`src/ias_pkg.sv`:
```
// Constants, register map and carrier types of the address-match
// and direction status block. Assumes an AXI4-Lite master on aclk.
// How it works
// - Status write also clears arbitration-lost flag
// - Own address match sets flag at eighth rise
// - Start, stop, leave, disable clear address match
// - Direction zero keeps data line released
// - Direction one drives latch: slave after ninth fall, master at once
// - Stop, leave, disable, release, first loss clear direction
// - Master sending read bit clears direction
// - Slave start or write bit clears direction
// - Master start or write bit sets direction
// - Slave receiving read bit with own address match sets direction
// - Wait release clears direction, releases line
// - Leave is control bit 6, enable bit 7
// - Loss sets flag, drops master; read clears
package ias_pkg;
   // ------------------------------------------------------------
   // Register map
   // ------------------------------------------------------------
   localparam int ADDR_W = 5;
   localparam logic [4:0] OFF_CTRL = 5'h00;
   localparam logic [4:0] OFF_STAT = 5'h04;
   localparam logic [4:0] OFF_OWN = 5'h08;
   localparam logic [4:0] OFF_IRQ = 5'h0C;
   localparam logic [4:0] OFF_MASK = 5'h10;
   localparam int CTRL_ENABLE = 7;
   localparam int CTRL_LEAVE = 6;
   localparam int CTRL_WREL = 5;
   localparam int IRQ_W = 4;
   localparam int IRQ_MATCH = 0;
   localparam int IRQ_ARB = 1;
   localparam int IRQ_START = 2;
   localparam int IRQ_STOP = 3;
   localparam logic [7:0] OWN_RST = 8'h00;
   localparam logic [3:0] MASK_RST = 4'h0;
   localparam logic [1:0] RESP_OKAY = 2'h0;
   localparam logic [1:0] RESP_SLVERR = 2'h2;
   // ------------------------------------------------------------
   // Serial clock counts
   // ------------------------------------------------------------
   localparam logic [3:0] CNT_LSB = 4'h7;
   localparam logic [3:0] CNT_ACK = 4'h9;
   // ------------------------------------------------------------
   // Types
   // ------------------------------------------------------------
   typedef enum logic {WR_IDLE = 1'b0, WR_RESP = 1'b1} ias_wr_t;
   typedef enum logic {RD_IDLE = 1'b0, RD_DATA = 1'b1} ias_rd_t;
   typedef struct packed {
      logic master;
      logic arb_lost;
      logic addr_match;
      logic direction;
   } ias_flags_t;
   typedef struct packed {
      logic start;
      logic stop;
      logic rise;
      logic fall;
   } ias_edges_t;
endpackage

```
`src/ias_top.sv`:
```
// Address-match and direction status logic with AXI4-Lite registers.
// Assumes scl/sda come from the bus pins (asynchronous) and that the
// master engine and arbitration logic share aclk.
//
// The register addresses and register access over AXI4-Lite are this design's own decisions.
`timescale 1ns/1ps
module ias_top (
   // Clock and reset
   input wire logic aclk,
   input wire logic aresetn,
   // AXI4-Lite write
   input wire logic [ias_pkg::ADDR_W-1:0] awaddr,
   input wire logic awvalid,
   output logic awready,
   input wire logic [31:0] wdata,
   input wire logic [3:0] wstrb,
   input wire logic wvalid,
   output logic wready,
   output logic [1:0] bresp,
   output logic bvalid,
   input wire logic bready,
   // AXI4-Lite read
   input wire logic [ias_pkg::ADDR_W-1:0] araddr,
   input wire logic arvalid,
   output logic arready,
   output logic [31:0] rdata,
   output logic [1:0] rresp,
   output logic rvalid,
   input wire logic rready,
   // Serial bus pins
   input wire logic scl_pin,
   input wire logic sda_pin,
   output logic serial_data_line_out,
   output logic serial_data_line_oe,
   // Same-clock master engine
   input wire logic start_generated,
   input wire logic arbitration_loss,
   input wire logic shift_out_latch,
   // Status and interrupt
   output ias_pkg::ias_flags_t flags,
   output logic irq
);
   import ias_pkg::*;

   // ------------------------------------------------------------
   // Declarations
   // ------------------------------------------------------------
   ias_wr_t wr_state, next_wr_state;
   ias_rd_t rd_state, next_rd_state;
   logic aw_got, next_aw_got, w_got, next_w_got;
   logic [ADDR_W-1:0] waddr, next_waddr;
   logic [31:0] wdat, next_wdat;
   logic [3:0] wstb, next_wstb;
   logic next_awready, next_wready, next_bvalid, next_arready, next_rvalid;
   logic [1:0] next_bresp, next_rresp;
   logic [31:0] next_rdata;
   logic do_wr, rd_stat, rd_irq;
   logic scl_meta, scl_sync, scl_prev, sda_meta, sda_sync, sda_prev;
   ias_edges_t ev;
   logic [3:0] bit_cnt, next_bit_cnt;
   logic [6:0] shreg, next_shreg;
   logic first_byte, next_first_byte, armed, next_armed;
   logic enable, next_enable, en_prev;
   logic [7:0] own, next_own;
   logic [IRQ_W-1:0] irq_stat, next_irq_stat, mask, next_mask;
   ias_flags_t next_flags;
   logic next_oe, next_irq, leave, wrel, en_fall, lsb_now, hit;

   // Legal register word
   function automatic logic mapped(input logic [ADDR_W-1:0] a);
      mapped = (a == OFF_CTRL) || (a == OFF_STAT) || (a == OFF_OWN) ||
               (a == OFF_IRQ) || (a == OFF_MASK);
   endfunction

   // ------------------------------------------------------------
   // Write channel: address and data taken in either order
   // ------------------------------------------------------------
   always_comb begin
      next_wr_state = wr_state;
      next_aw_got = aw_got;
      next_w_got = w_got;
      next_waddr = waddr;
      next_wdat = wdat;
      next_wstb = wstb;
      next_bvalid = bvalid;
      next_bresp = bresp;
      do_wr = 1'b0;
      if (awvalid && awready) begin
         next_aw_got = 1'b1;
         next_waddr = awaddr;
      end
      if (wvalid && wready) begin
         next_w_got = 1'b1;
         next_wdat = wdata;
         next_wstb = wstrb;
      end
      unique case (wr_state)
         WR_IDLE: begin
            if (next_aw_got && next_w_got) begin
               do_wr = mapped(next_waddr);
               next_bvalid = 1'b1;
               next_bresp = mapped(next_waddr) ? RESP_OKAY : RESP_SLVERR;
               next_aw_got = 1'b0;
               next_w_got = 1'b0;
               next_wr_state = WR_RESP;
            end
         end
         WR_RESP: begin
            if (bready) begin
               next_bvalid = 1'b0;
               next_wr_state = WR_IDLE;
            end
         end
      endcase
      next_awready = !next_aw_got && (next_wr_state == WR_IDLE);
      next_wready = !next_w_got && (next_wr_state == WR_IDLE);
   end

   always_ff @(posedge aclk) begin
      if (!aresetn) begin
         wr_state <= WR_IDLE;
         aw_got <= 1'b0;
         w_got <= 1'b0;
         waddr <= '0;
         wdat <= '0;
         wstb <= 4'h0;
         awready <= 1'b1;
         wready <= 1'b1;
         bvalid <= 1'b0;
         bresp <= RESP_OKAY;
      end else begin
         wr_state <= next_wr_state;
         aw_got <= next_aw_got;
         w_got <= next_w_got;
         waddr <= next_waddr;
         wdat <= next_wdat;
         wstb <= next_wstb;
         awready <= next_awready;
         wready <= next_wready;
         bvalid <= next_bvalid;
         bresp <= next_bresp;
      end
   end

   // ------------------------------------------------------------
   // Read channel: one answer per address, reads may clear flags
   // ------------------------------------------------------------
   always_comb begin
      next_rd_state = rd_state;
      next_arready = arready;
      next_rvalid = rvalid;
      next_rdata = rdata;
      next_rresp = rresp;
      rd_stat = 1'b0;
      rd_irq = 1'b0;
      unique case (rd_state)
         RD_IDLE: begin
            if (arvalid && arready) begin
               rd_stat = (araddr == OFF_STAT);
               rd_irq = (araddr == OFF_IRQ);
               next_rresp = mapped(araddr) ? RESP_OKAY : RESP_SLVERR;
               next_rdata = 32'h0000_0000;
               unique case (araddr)
                  OFF_CTRL: next_rdata[CTRL_ENABLE] = enable;
                  OFF_STAT: next_rdata[7:0] = {flags.master, flags.arb_lost,
                     1'b0, flags.addr_match, flags.direction, 3'h0};
                  OFF_OWN: next_rdata[7:0] = own;
                  OFF_IRQ: next_rdata[IRQ_W-1:0] = irq_stat;
                  OFF_MASK: next_rdata[IRQ_W-1:0] = mask;
                  default: next_rdata = 32'h0000_0000;
               endcase
               next_rvalid = 1'b1;
               next_arready = 1'b0;
               next_rd_state = RD_DATA;
            end
         end
         RD_DATA: begin
            if (rready) begin
               next_rvalid = 1'b0;
               next_arready = 1'b1;
               next_rd_state = RD_IDLE;
            end
         end
      endcase
   end

   always_ff @(posedge aclk) begin
      if (!aresetn) begin
         rd_state <= RD_IDLE;
         arready <= 1'b1;
         rvalid <= 1'b0;
         rdata <= 32'h0000_0000;
         rresp <= RESP_OKAY;
      end else begin
         rd_state <= next_rd_state;
         arready <= next_arready;
         rvalid <= next_rvalid;
         rdata <= next_rdata;
         rresp <= next_rresp;
      end
   end

   // ------------------------------------------------------------
   // Link sampling and byte framing
   // ------------------------------------------------------------
   // Edges look only at the second and third stages, never the first
   assign ev.start = scl_sync && scl_prev && sda_prev && !sda_sync;
   assign ev.stop = scl_sync && scl_prev && !sda_prev && sda_sync;
   assign ev.rise = scl_sync && !scl_prev;
   assign ev.fall = !scl_sync && scl_prev;
   assign lsb_now = first_byte && ev.rise && (bit_cnt == CNT_LSB);
   assign hit = (shreg == own[7:1]);

   always_comb begin
      next_bit_cnt = bit_cnt;
      next_shreg = shreg;
      next_first_byte = first_byte;
      if (ev.start || ev.stop || !enable) begin
         next_bit_cnt = 4'h0;
         next_first_byte = ev.start && enable;
      end else if (ev.rise && bit_cnt != CNT_ACK) begin
         next_bit_cnt = bit_cnt + 4'h1;
         if (bit_cnt < CNT_LSB) begin
            next_shreg = {shreg[5:0], sda_sync};
         end
      end else if (ev.fall && bit_cnt == CNT_ACK) begin
         // Ninth clock ends the byte
         next_bit_cnt = 4'h0;
         next_first_byte = 1'b0;
      end
   end

   always_ff @(posedge aclk) begin
      if (!aresetn) begin
         scl_meta <= 1'b1;
         scl_sync <= 1'b1;
         scl_prev <= 1'b1;
         sda_meta <= 1'b1;
         sda_sync <= 1'b1;
         sda_prev <= 1'b1;
         bit_cnt <= 4'h0;
         shreg <= 7'h00;
         first_byte <= 1'b0;
      end else begin
         scl_meta <= scl_pin;
         scl_sync <= scl_meta;
         scl_prev <= scl_sync;
         sda_meta <= sda_pin;
         sda_sync <= sda_meta;
         sda_prev <= sda_sync;
         bit_cnt <= next_bit_cnt;
         shreg <= next_shreg;
         first_byte <= next_first_byte;
      end
   end

   // ------------------------------------------------------------
   // Control registers, status flags and interrupt
   // ------------------------------------------------------------
   // leave and release are one-shot control bits
   assign leave = do_wr && next_waddr == OFF_CTRL && next_wstb[0] &&
                  next_wdat[CTRL_LEAVE];
   assign wrel = do_wr && next_waddr == OFF_CTRL && next_wstb[0] &&
                 next_wdat[CTRL_WREL];
   assign en_fall = en_prev && !enable;

   always_comb begin
      next_enable = enable;
      next_own = own;
      next_mask = mask;
      next_flags = flags;
      next_armed = armed;
      next_irq_stat = irq_stat;
      if (do_wr && next_wstb[0]) begin
         unique case (next_waddr)
            OFF_CTRL: next_enable = next_wdat[CTRL_ENABLE];
            OFF_OWN: next_own = next_wdat[7:0];
            OFF_MASK: next_mask = next_wdat[IRQ_W-1:0];
            default: next_own = own;
         endcase
      end
      if (ev.start || ev.stop || leave || en_fall) begin
         next_flags.addr_match = 1'b0;
         next_armed = 1'b0;
      end
      if (ev.stop || leave || en_fall || wrel ||
          (arbitration_loss && !flags.arb_lost)) begin
         next_flags.direction = 1'b0;
      end
      // wait release drops the driver as well
      if (wrel) begin
         next_armed = 1'b0;
      end
      if (ev.start && !flags.master) begin
         next_flags.direction = 1'b0;
      end
      // master status ends on stop, leave, disable, loss
      if (ev.stop || leave || en_fall || arbitration_loss) begin
         next_flags.master = 1'b0;
      end
      // read or any status write clears the loss flag
      if (rd_stat || en_fall ||
          (do_wr && next_waddr == OFF_STAT)) begin
         next_flags.arb_lost = 1'b0;
      end
      // loss sets the flag, set wins over clear
      if (arbitration_loss) begin
         next_flags.arb_lost = 1'b1;
      end
      if (start_generated && enable) begin
         next_flags.master = 1'b1;
         next_flags.direction = 1'b1;
      end
      if (lsb_now) begin
         if (flags.master) begin
            // master direction follows its own read/write bit
            next_flags.direction = !sda_sync;
         end else begin
            next_flags.addr_match = hit;
            next_flags.direction = sda_sync && hit;
         end
      end
      // output valid from the falling ninth clock
      if (first_byte && ev.fall && bit_cnt == CNT_ACK) begin
         next_armed = 1'b1;
      end
      // Read clears the sticky events; a new event still wins
      if (rd_irq) begin
         next_irq_stat = '0;
      end
      next_irq_stat[IRQ_MATCH] = next_irq_stat[IRQ_MATCH] ||
                                 (lsb_now && !flags.master && hit);
      next_irq_stat[IRQ_ARB] = next_irq_stat[IRQ_ARB] || arbitration_loss;
      next_irq_stat[IRQ_START] = next_irq_stat[IRQ_START] || ev.start;
      next_irq_stat[IRQ_STOP] = next_irq_stat[IRQ_STOP] || ev.stop;
      // driver released while direction is zero
      next_oe = next_flags.direction && enable &&
                (next_flags.master || next_armed);
      next_irq = |(next_irq_stat & next_mask);
   end

   always_ff @(posedge aclk) begin
      if (!aresetn) begin
         enable <= 1'b0;
         en_prev <= 1'b0;
         own <= OWN_RST;
         mask <= MASK_RST;
         flags <= '0;
         armed <= 1'b0;
         irq_stat <= '0;
         serial_data_line_oe <= 1'b0;
         serial_data_line_out <= 1'b1;
         irq <= 1'b0;
      end else begin
         enable <= next_enable;
         en_prev <= enable;
         own <= next_own;
         mask <= next_mask;
         flags <= next_flags;
         armed <= next_armed;
         irq_stat <= next_irq_stat;
         serial_data_line_oe <= next_oe;
         serial_data_line_out <= shift_out_latch;
         irq <= next_irq;
      end
   end
endmodule // ias_top

```
`config.mk`:
```
export PLATFORM = sky130hd
export DESIGN_NAME = ias_top
export DESIGN_NICKNAME = d
export VERILOG_FILES = /design/src/ias_pkg.sv /design/src/ias_top.sv
export SDC_FILE = /design/constraint.sdc
export NUM_CORES = 1
export LEC_CHECK = 0
export BUFFER_PORTS_ARGS = -buffer_cell sky130_fd_sc_hd__clkbuf_2
export CAP_MARGIN = 25
export CORE_MARGIN = 5
export CORE_UTILIZATION = 51
export DETAILED_ROUTE_END_ITERATION = 7
export GPL_ROUTABILITY_DRIVEN = 0
export MAX_ROUTING_LAYER = met4
export PLACE_DENSITY = 0.78
export SYNTH_ARGS = -nofsm -noshare
export SYNTH_HDL_FRONTEND = slang
export SYNTH_SLANG_ARGS = --single-unit
```
`constraint.sdc`:
```
create_clock -name aclk -period 2.3 [get_ports aclk]
set_input_delay 0.23 -clock aclk [delete_from_list [all_inputs] [get_ports aclk]]
set_output_delay 0.23 -clock aclk [all_outputs]
set_load 0.005 [all_outputs]
```
==> results of run 1 <==
through the flow:
stage               hold WS (ns)  setup WS, ns  cell area (um^2)
finish                    0.0498         0.148              4020
global route              0.0429        0.0617              4020
CTS                       0.0327        0.0431              4010
detailed placement         0.393        0.0256              3780
global placement           0.390        0.0853              3780
floorplan                  0.329         0.260              3580
routing by layer:
metal,GRT usage [%],share of wire (%),up-vias
met5,-,0,-
met4,7.94,1.6,0
met3,4.55,6.4,13
met2,31.6,48,88
met1,23.6,44,1371
li1,-,-,1407
critical path: stages (launching register included):
cell,delay (ns)
dfxtp_2,0.43
a21oi_1,0.13
or2_1,0.29
nor4b_4,0.29
buf_4,0.19
mux2i_1,0.25
o32ai_1,0.11
or3_1,0.37
repair_timing:
action	CTS	global route
setup endpoints to repair	0	1
hold buffers	0	0
gates resized for setup	0	4
registers in the layout, indices dropped and copies added (netlist names), 4 cells and up:
name      flops
bit_cnt       4
flags         4
irq_stat      4
mask          4
own           8
rdata         8
shreg         7
waddr         5
wdat          8
layout make-up:
class                   instances  area [um^2]  area share (%)
multi-input cells             286         1770            44.1
well taps                      80          100            2.49
clock inverters                 6         92.6            2.30
flip-flops and latches         77         1540            38.3
inverters                       7         26.3           0.653
repair buffers                 64          350            8.71
clock buffers                  10          138            3.42
final timing paths:
kind,slack [ns],to,start,cells past startpoint
worst max-delay path,0.15,irq,awready,7
worst min-delay path,0.05,sda_meta,sda_pin,2
worst max register to register,0.15,irq,awready,7
worst min register to register,0.41,sda_sync,sda_meta,1
layout by cell type (no fill, tap or decap), drive strengths merged, types with 3 or more instances in the layout:
master | Yosys | routed
nor2b | 5 | 5
inv | 7 | 9
clkbuf | 10 | 62
a22oi | 4 | 4
nor3 | 13 | 13
and2 | 12 | 12
nand3 | 3 | 3
mux2i | 24 | 24
buf | 31 | 12
dfxtp | 77 | 77
a22o | 3 | 3
nor2 | 56 | 56
nand4b | 3 | 3
a211o | 3 | 3
xnor2 | 7 | 7
o21ai | 8 | 8
mux2 | 6 | 6
nor4 | 3 | 3
nand2b | 10 | 10
and3 | 4 | 4
a211oi | 11 | 11
conb | 1 | 26
nand4 | 4 | 4
nor3b | 3 | 3
a21oi | 22 | 22
nand2 | 30 | 30
power groups by stage:
stage / Clock (mW) / Combinational (mW) / Sequential (mW)
finish: 1.17 / 0.419 / 1.46
global route: 1.25 / 0.462 / 1.47
CTS: 1.19 / 0.413 / 1.45
detailed placement: 0 / 0.411 / 1.48
global placement: 0 / 0.398 / 1.48
floorplan: 0 / 0.298 / 1.48
cell families (layout without fill, tap and decap cells):
| logic type | count (synthesis) | after routing | synth area share, % |
|---|---|---|---|
| AO/OA/AOI/OAI | 64 | 64 | 12.8 |
| buffers and inverters | 48 | 87 | 8.17 |
| flip-flops | 77 | 77 | 44.2 |
| XOR/XNOR | 8 | 8 | 2.01 |
| multiplexers | 30 | 30 | 8.82 |
| adder cells (fa/ha/maj) | 2 | 2 | 0.717 |
| AND/OR/NAND/NOR | 156 | 156 | 23.2 |
| other | 1 | 26 | 0.107 |
==> results.sh, run 1 <==
export IMPL_startpoint_type="register"
export IMPL_synth_top_area_share_pct=44.2
export IMPL_final_core_util_pct=59.9
export IMPL_switching_power_mw=0.820
export IMPL_drtIter0Drc=132
export IMPL_initial_core_util_pct=52.0
export IMPL_antenna_found_initial=0
export IMPL_synth_common_cells="77 x dfxtp_1, 56 x nor2_1, 29 x nand2_1"
export IMPL_grt_overflow=0
export IMPL_htreeDepth=3
export IMPL_grt_max_degree=36
export IMPL_synth_distinct_cells=53
export IMPL_worstPathArrival_ns=2.40
export IMPL_dp_cells=514
export IMPL_fmax_ghz=0.465
export IMPL_finalSetupViolCount=0
export IMPL_synthCells=386
export IMPL_synth_area_um2=3490
export IMPL_p_seq_share_pct=47.8
export IMPL_cts_path_max_buffers=2
export IMPL_maxCapViolations=0
export IMPL_via_per_inst=5.43
export IMPL_power_internal_mw=2.23
export IMPL_worst_pin_slew_ns=0.544
export IMPL_async_flop_share_pct=0
export IMPL_vias=2879
export IMPL_yosysTopAreaCell="dfxtp_1"
export IMPL_area_growth_pct=15.3
export IMPL_synth_edf_count=0
export IMPL_rows=30
export IMPL_rsz0062_at_grt="false"
export IMPL_grtUsageTotal_pct=19.5
export IMPL_port_buffers=52
export IMPL_grt_pass1_wl_mm=13.0
export IMPL_fin_worst_skew_ns=0.00899
export IMPL_power_frac_clock_pct=38.4
export IMPL_sw_frac_of_total_pct=26.9
export IMPL_post_cts_buffers=0
export IMPL_yosys_register_bits=77
export IMPL_clk_pin_slew_ns=0.09
export IMPL_nFillCells=597
export IMPL_drive_gt1_share_pct=21.6
export IMPL_power_density_nw_per_um2=757
export IMPL_max_slew_margin_rel_pct=62.8
export IMPL_criticalPathCategory="reg -> reg"
export IMPL_totalPowerFinal_mw=3.05
export IMPL_die_area_um2=8600
export IMPL_cts_buffers=9
export IMPL_seq_area_frac_synth_pct=44.2
export IMPL_cts_tree="done"
export IMPL_dr_pass1_iters=5
export IMPL_clkLatencyLatePin_ns=0.35
export IMPL_drtAntennaViolNets=0
export IMPL_dp_hpwl_mm=5.87
export IMPL_remaining_drc_errors=0
export IMPL_syn_area_per_cell_um2=9.04
export IMPL_finalHoldViolations=0
export IMPL_period_needed_ns=2.15
export IMPL_irDropWorstVdd_v=0.000387
export IMPL_die_y_um=92.7
export IMPL_fin_cells=530
export IMPL_wl_mm=7.83
export IMPL_layout_nets=505
export IMPL_drv_slew=0
export IMPL_synth_area_leaders="dfxtp_1 44%, mux2i_1 6.9%, nor2_1 6.0%, buf_4 5.6%, a21oi_1 3.2%"
export IMPL_comb_power_share_pct=13.7
export IMPL_cts_sinks=77
export IMPL_core_region_area_um2=6720
export IMPL_cts_root_buf="clkbuf_8"
export IMPL_ios=106
export IMPL_period_share_pct=93.5
export IMPL_routedWlPerCell_um=14.8
export IMPL_critPathCaptureType="register"
export IMPL_p_leak_nw=1.75
export IMPL_die_w_um=92.7
export IMPL_setup_tns_ns=0
export IMPL_dominantRegCellSynth="dfxtp_1"
export IMPL_path_max_fanout=9
export IMPL_worstPathRequired_ns=2.54
export IMPL_yosysWarningCount=0
export IMPL_synth_most_common_cell="dfxtp_1"
export IMPL_status="complete, no violations"
export IMPL_grt_pass1_vias=2751
export IMPL_antenna_cells=0
export IMPL_hold_class="in -> reg"
(Power assumes the default switching activity.)
==> run 2, diff against run 1 <==
PLACE_DENSITY = 0.88   (was 0.78)
==> results.sh, run 2 (synthesized netlist as in run 1, its figures left out) <==
export IMPL_cts_tree="done"
export IMPL_period_needed_ns=2.07
export IMPL_startpoint_type="register"
export IMPL_dp_hpwl_mm=5.95
export IMPL_largestRegisters="own: 8 flops, rdata: 8 flops, wdat: 8 flops"
export IMPL_routedWlPerCell_um=14.9
export IMPL_drv_slew=0
export IMPL_path_buf_inv=1
export IMPL_drtAntennaViolNets=0
export IMPL_vias=2867
export IMPL_area_growth_pct=14.4
export IMPL_finalHoldViolations=0
export IMPL_die_w_um=92.7
export IMPL_irDropWorstVdd_v=0.000329
export IMPL_fin_cells=528
export IMPL_grt_overflow=0
export IMPL_core_region_area_um2=6720
export IMPL_fin_ws_ns=0.226
export IMPL_worstPathRequired_ns=2.55
export IMPL_remaining_drc_errors=0
export IMPL_htreeDepth=3
export IMPL_drtIter0Drc=183
export IMPL_fmax_ghz=0.482
export IMPL_period_share_pct=90.2
export IMPL_p_leak_nw=1.73
export IMPL_grt_max_degree=30
export IMPL_critPathTopFamily="simple AND/OR/NAND/NOR gates"
export IMPL_initial_core_util_pct=52.0
export IMPL_final_cell_mix="76 x dfxtp_1, 56 x nor2_1, 52 x clkbuf_2, 29 x nand2_1, 26 x conb_1"
export IMPL_worstPathArrival_ns=2.32
export IMPL_cp_cell_sequence="a21oi_1 > or2_1 > nor4b_4 > buf_4 > mux2i_1 > o32ai_1 > or3_1"
export IMPL_criticalPathCategory="reg -> reg"
export IMPL_port_buffers=52
export IMPL_hold_class="in -> reg"
export IMPL_clkLatencyLatePin_ns=0.36
export IMPL_path_max_fanout=9
export IMPL_crit_path_max_incr_delay_ns=0.40
export IMPL_grt_pass1_vias=2786
export IMPL_clk_pin_slew_ns=0.08
export IMPL_dp_slack_ns=0.0749
export IMPL_status="complete, no violations"
export IMPL_totalPowerFinal_mw=2.97
export IMPL_antenna_cells=0
export IMPL_rows=30
export IMPL_drive_gt1_share_pct=21.2
export IMPL_cts_path_max_buffers=2
export IMPL_cts_root_buf="clkbuf_8"
export IMPL_ios=106
export IMPL_dp_cells=512
export IMPL_cp_slowest_cell="dfxtp_4"
export IMPL_critPathCaptureType="register"
export IMPL_grtUsageTotal_pct=19.5
export IMPL_die_area_um2=8600
export IMPL_fin_worst_skew_ns=0.00977
export IMPL_final_core_util_pct=59.5
export IMPL_mostFrequentLayoutCell="dfxtp_1"
export IMPL_via_per_inst=5.43
export IMPL_power_density_nw_per_um2=743
export IMPL_cts_sinks=77
export IMPL_maxCapViolations=0
export IMPL_cts_buffers=9
export IMPL_max_slew_margin_rel_pct=64.2
export IMPL_wl_mm=7.88
export IMPL_dr_pass1_iters=4
export IMPL_worst_pin_slew_ns=0.536
export IMPL_setup_tns_ns=0
export IMPL_die_y_um=92.7
export IMPL_rsz0062_at_grt="false"
export IMPL_layout_nets=503
export IMPL_grt_pass1_wl_mm=13.0
export IMPL_antenna_found_initial=0
export IMPL_finalSetupViolCount=0
==> run 2: cell count changes in the layout (fill, tap and decap cells not counted) <==
cell / before / now
buf_4: 12 / 10
dfxtp_4: 0 / 1
dfxtp_2: 1 / 0
clkinv_2: 0 / 3
clkbuf_8: 10 / 9
inv_6: 2 / 0
==> run 2: worst paths after layout <==
kind,to,from,slack (ns),depth (start not counted)
setup / recovery,irq,awready,0.23,7
hold reg to reg,scl_sync,scl_meta,0.42,1
hold / removal,scl_meta,scl_pin,0.06,2
setup reg to reg,irq,awready,0.23,7
==> run 2: layout make-up <==
class / instances / area, um^2
multi-input cells: 286 / 1770
well taps: 80 / 100
inverters: 7 / 26.3
repair buffers: 62 / 335
flip-flops and latches: 77 / 1550
clock inverters: 7 / 90.1
clock buffers: 9 / 124
fillers: 578 / 2720
==> run 2: through the flow <==
step | instance area [um^2] | hold WS, ns
after floorplan | 3580 | 0.329
after global placement | 3760 | 0.389
after detailed placement | 3760 | 0.400
after CTS | 3980 | 0.0456
after global routing | 4000 | 0.0560
final | 4000 | 0.0576
==> run 2: routing by layer <==
metal	GRT usage (%)	share of wire (%)	up-vias	routed length [um]
met5	-	0	-	0
met4	8.18	1.7	0	137
met3	3.66	6.7	17	529
met2	31.8	49	85	3840
met1	23.6	43	1361	3370
li1	-	-	1404	-
==> run 2: power breakdown <==
part | switching (mW) | internal (mW) | leakage (nW)
sequential | 0.0536 | 1.41 | 0.628
clock | 0.491 | 0.604 | 0.105
combinational | 0.240 | 0.172 | 1.00
==> run 2: timing repair <==
action                     4_1_cts  5_1_grt
resized for setup                0        5
setup endpoints to repair        0        2
buffers inserted                 0        0
hold buffers                     0        0
==> run 2: worst register-to-register path: stages, from the launching register on <==
cell and delay (ns):
dfxtp_4 0.40, a21oi_1 0.11, or2_1 0.29, nor4b_4 0.29
buf_4 0.19, mux2i_1 0.23, o32ai_1 0.09, or3_1 0.37
==> run 3, diff against run 2 <==
CORE_UTILIZATION = 25   (was 51)
PLACE_DENSITY = 0.54   (was 0.88)
clock period = 2.26 ns   (was 2.3 ns; I/O delays follow)
==> results.sh, run 3 (synthesized netlist as in run 1, its figures left out) <==
export IMPL_grt_overflow=0
export IMPL_fin_worst_skew_ns=0.00822
export IMPL_fin_cells=635
export IMPL_clk_pin_slew_ns=0.06
export IMPL_via_per_inst=4.47
export IMPL_largestRegisters="own: 8 flops, rdata: 8 flops, wdat: 8 flops"
export IMPL_htreeDepth=3
export IMPL_crit_end="irq"
export IMPL_worstPathArrival_ns=2.36
export IMPL_antenna_found_initial=0
export IMPL_cts_root_buf="clkbuf_16"
export IMPL_mostFrequentLayoutCell="dfxtp_1"
export IMPL_cts_path_max_buffers=2
export IMPL_grt_pass1_wl_mm=13.9
export IMPL_period_share_pct=95.0
export IMPL_area_growth_pct=21.3
export IMPL_port_buffers=52
export IMPL_reg2reg_from="awready"
export IMPL_hold_class="in -> reg"
export IMPL_maxCapViolations=0
export IMPL_drtIter0Drc=180
export IMPL_worstPathRequired_ns=2.47
export IMPL_clkLatencyLatePin_ns=0.33
export IMPL_dp_cells=619
export IMPL_grtUsageTotal_pct=11.1
export IMPL_dp_hpwl_mm=6.87
export IMPL_post_cts_buffers=0
export IMPL_power_density_nw_per_um2=768
export IMPL_grt_pass1_vias=2750
export IMPL_rows=43
export IMPL_drive_gt1_share_pct=22.0
export IMPL_reg2reg_slack_ns=0.11
export IMPL_wl_mm=8.81
export IMPL_worst_pin_slew_ns=0.535
export IMPL_critPathCaptureType="register"
export IMPL_fin_ws_ns=0.112
export IMPL_setup_tns_ns=0
export IMPL_cts_tree="done"
export IMPL_routedWlPerCell_um=13.9
export IMPL_criticalPathCategory="reg -> reg"
export IMPL_max_slew_margin_rel_pct=63.8
export IMPL_dr_pass1_iters=4
export IMPL_initial_core_util_pct=25.3
export IMPL_drv_slew=0
export IMPL_r2r_end="irq"
export IMPL_die_w_um=128
export IMPL_ios=106
export IMPL_crit_path_start="awready"
export IMPL_remaining_drc_errors=0
export IMPL_totalPowerFinal_mw=3.25
export IMPL_startpoint_type="register"
export IMPL_irDropWorstVdd_v=0.000345
export IMPL_drtAntennaViolNets=0
export IMPL_period_needed_ns=2.15
export IMPL_r2r_cells=7
export IMPL_dp_slack_ns=0.0302
export IMPL_fmax_ghz=0.466
export IMPL_whs_ns=0.0782
export IMPL_antenna_cells=0
export IMPL_status="complete, no violations"
export IMPL_core_region_area_um2=13800
export IMPL_vias=2840
export IMPL_final_cell_mix="76 x dfxtp_1, 56 x nor2_1, 52 x clkbuf_2, 29 x nand2_1, 26 x conb_1"
export IMPL_rsz0062_at_grt="false"
export IMPL_layout_nets=510
export IMPL_die_area_um2=16400
export IMPL_p_leak_nw=1.79
export IMPL_grt_max_degree=25
export IMPL_finalHoldViolations=0
export IMPL_cts_buffers=9
export IMPL_cts_sinks=77
export IMPL_hold_buffers=0
export IMPL_finalSetupViolCount=0
export IMPL_die_y_um=128
export IMPL_path_max_fanout=7
## run 3: worst min-delay path by stage
| stage | endpoint | cells after the start | start |
|---|---|---|---|
| after floorplan | rvalid | 1 | rready |
| after global placement | scl_sync | 1 | scl_meta |
| after detailed placement | sda_sync | 1 | sda_meta |
| after CTS | sda_meta | 2 | sda_pin |
| after global routing | sda_meta | 2 | sda_pin |
| final | sda_meta | 2 | sda_pin |
## run 3: final cells by class
| cell class | instances | area (um^2) |
|---|---|---|
| repair buffers | 69 | 400 |
| inverters | 7 | 26.3 |
| clock buffers | 10 | 239 |
| clock inverters | 6 | 38.8 |
| multi-input cells | 286 | 1760 |
| fillers | 1475 | 9540 |
| flip-flops and latches | 77 | 1540 |
| well taps | 180 | 225 |
## run 3: power by group
group | internal [mW] | leakage [nW] | switching, mW | total, mW
Clock | 0.769 | 0.134 | 0.554 | 1.32
Sequential | 1.43 | 0.628 | 0.0503 | 1.48
Combinational | 0.190 | 1.03 | 0.256 | 0.446
## run 3: worst max-delay path, cell delays in order (launching register included)
cell,delay (ns)
dfxtp_2,0.35
a211oi_1,0.27
o22ai_1,0.20
nor4b_4,0.30
buf_4,0.19
mux2i_1,0.24
o32ai_1,0.09
or3_1,0.38
## run 3: repair_timing
action / CTS / global route
gates resized for setup: 0 / 2
endpoints found under the hold margin: 0 / 0
endpoints found under the setup margin: 0 / 1
## run 3: layer usage
metal	up-vias	routed length, um	track usage (%)	share of wire (%)
met5	-	0	-	0
met4	0	215	4.18	2.4
met3	11	585	3.67	6.6
met2	79	4180	17.9	47
met1	1330	3830	12.9	43
li1	1420	-	-	-
## run 3: metrics by stage
step	area, um^2	util (%)
floorplan	3580	-
global placement	3950	28.7
detailed placement	3950	28.7
CTS	4230	30.7
global route	4240	30.8
finish	4240	30.8
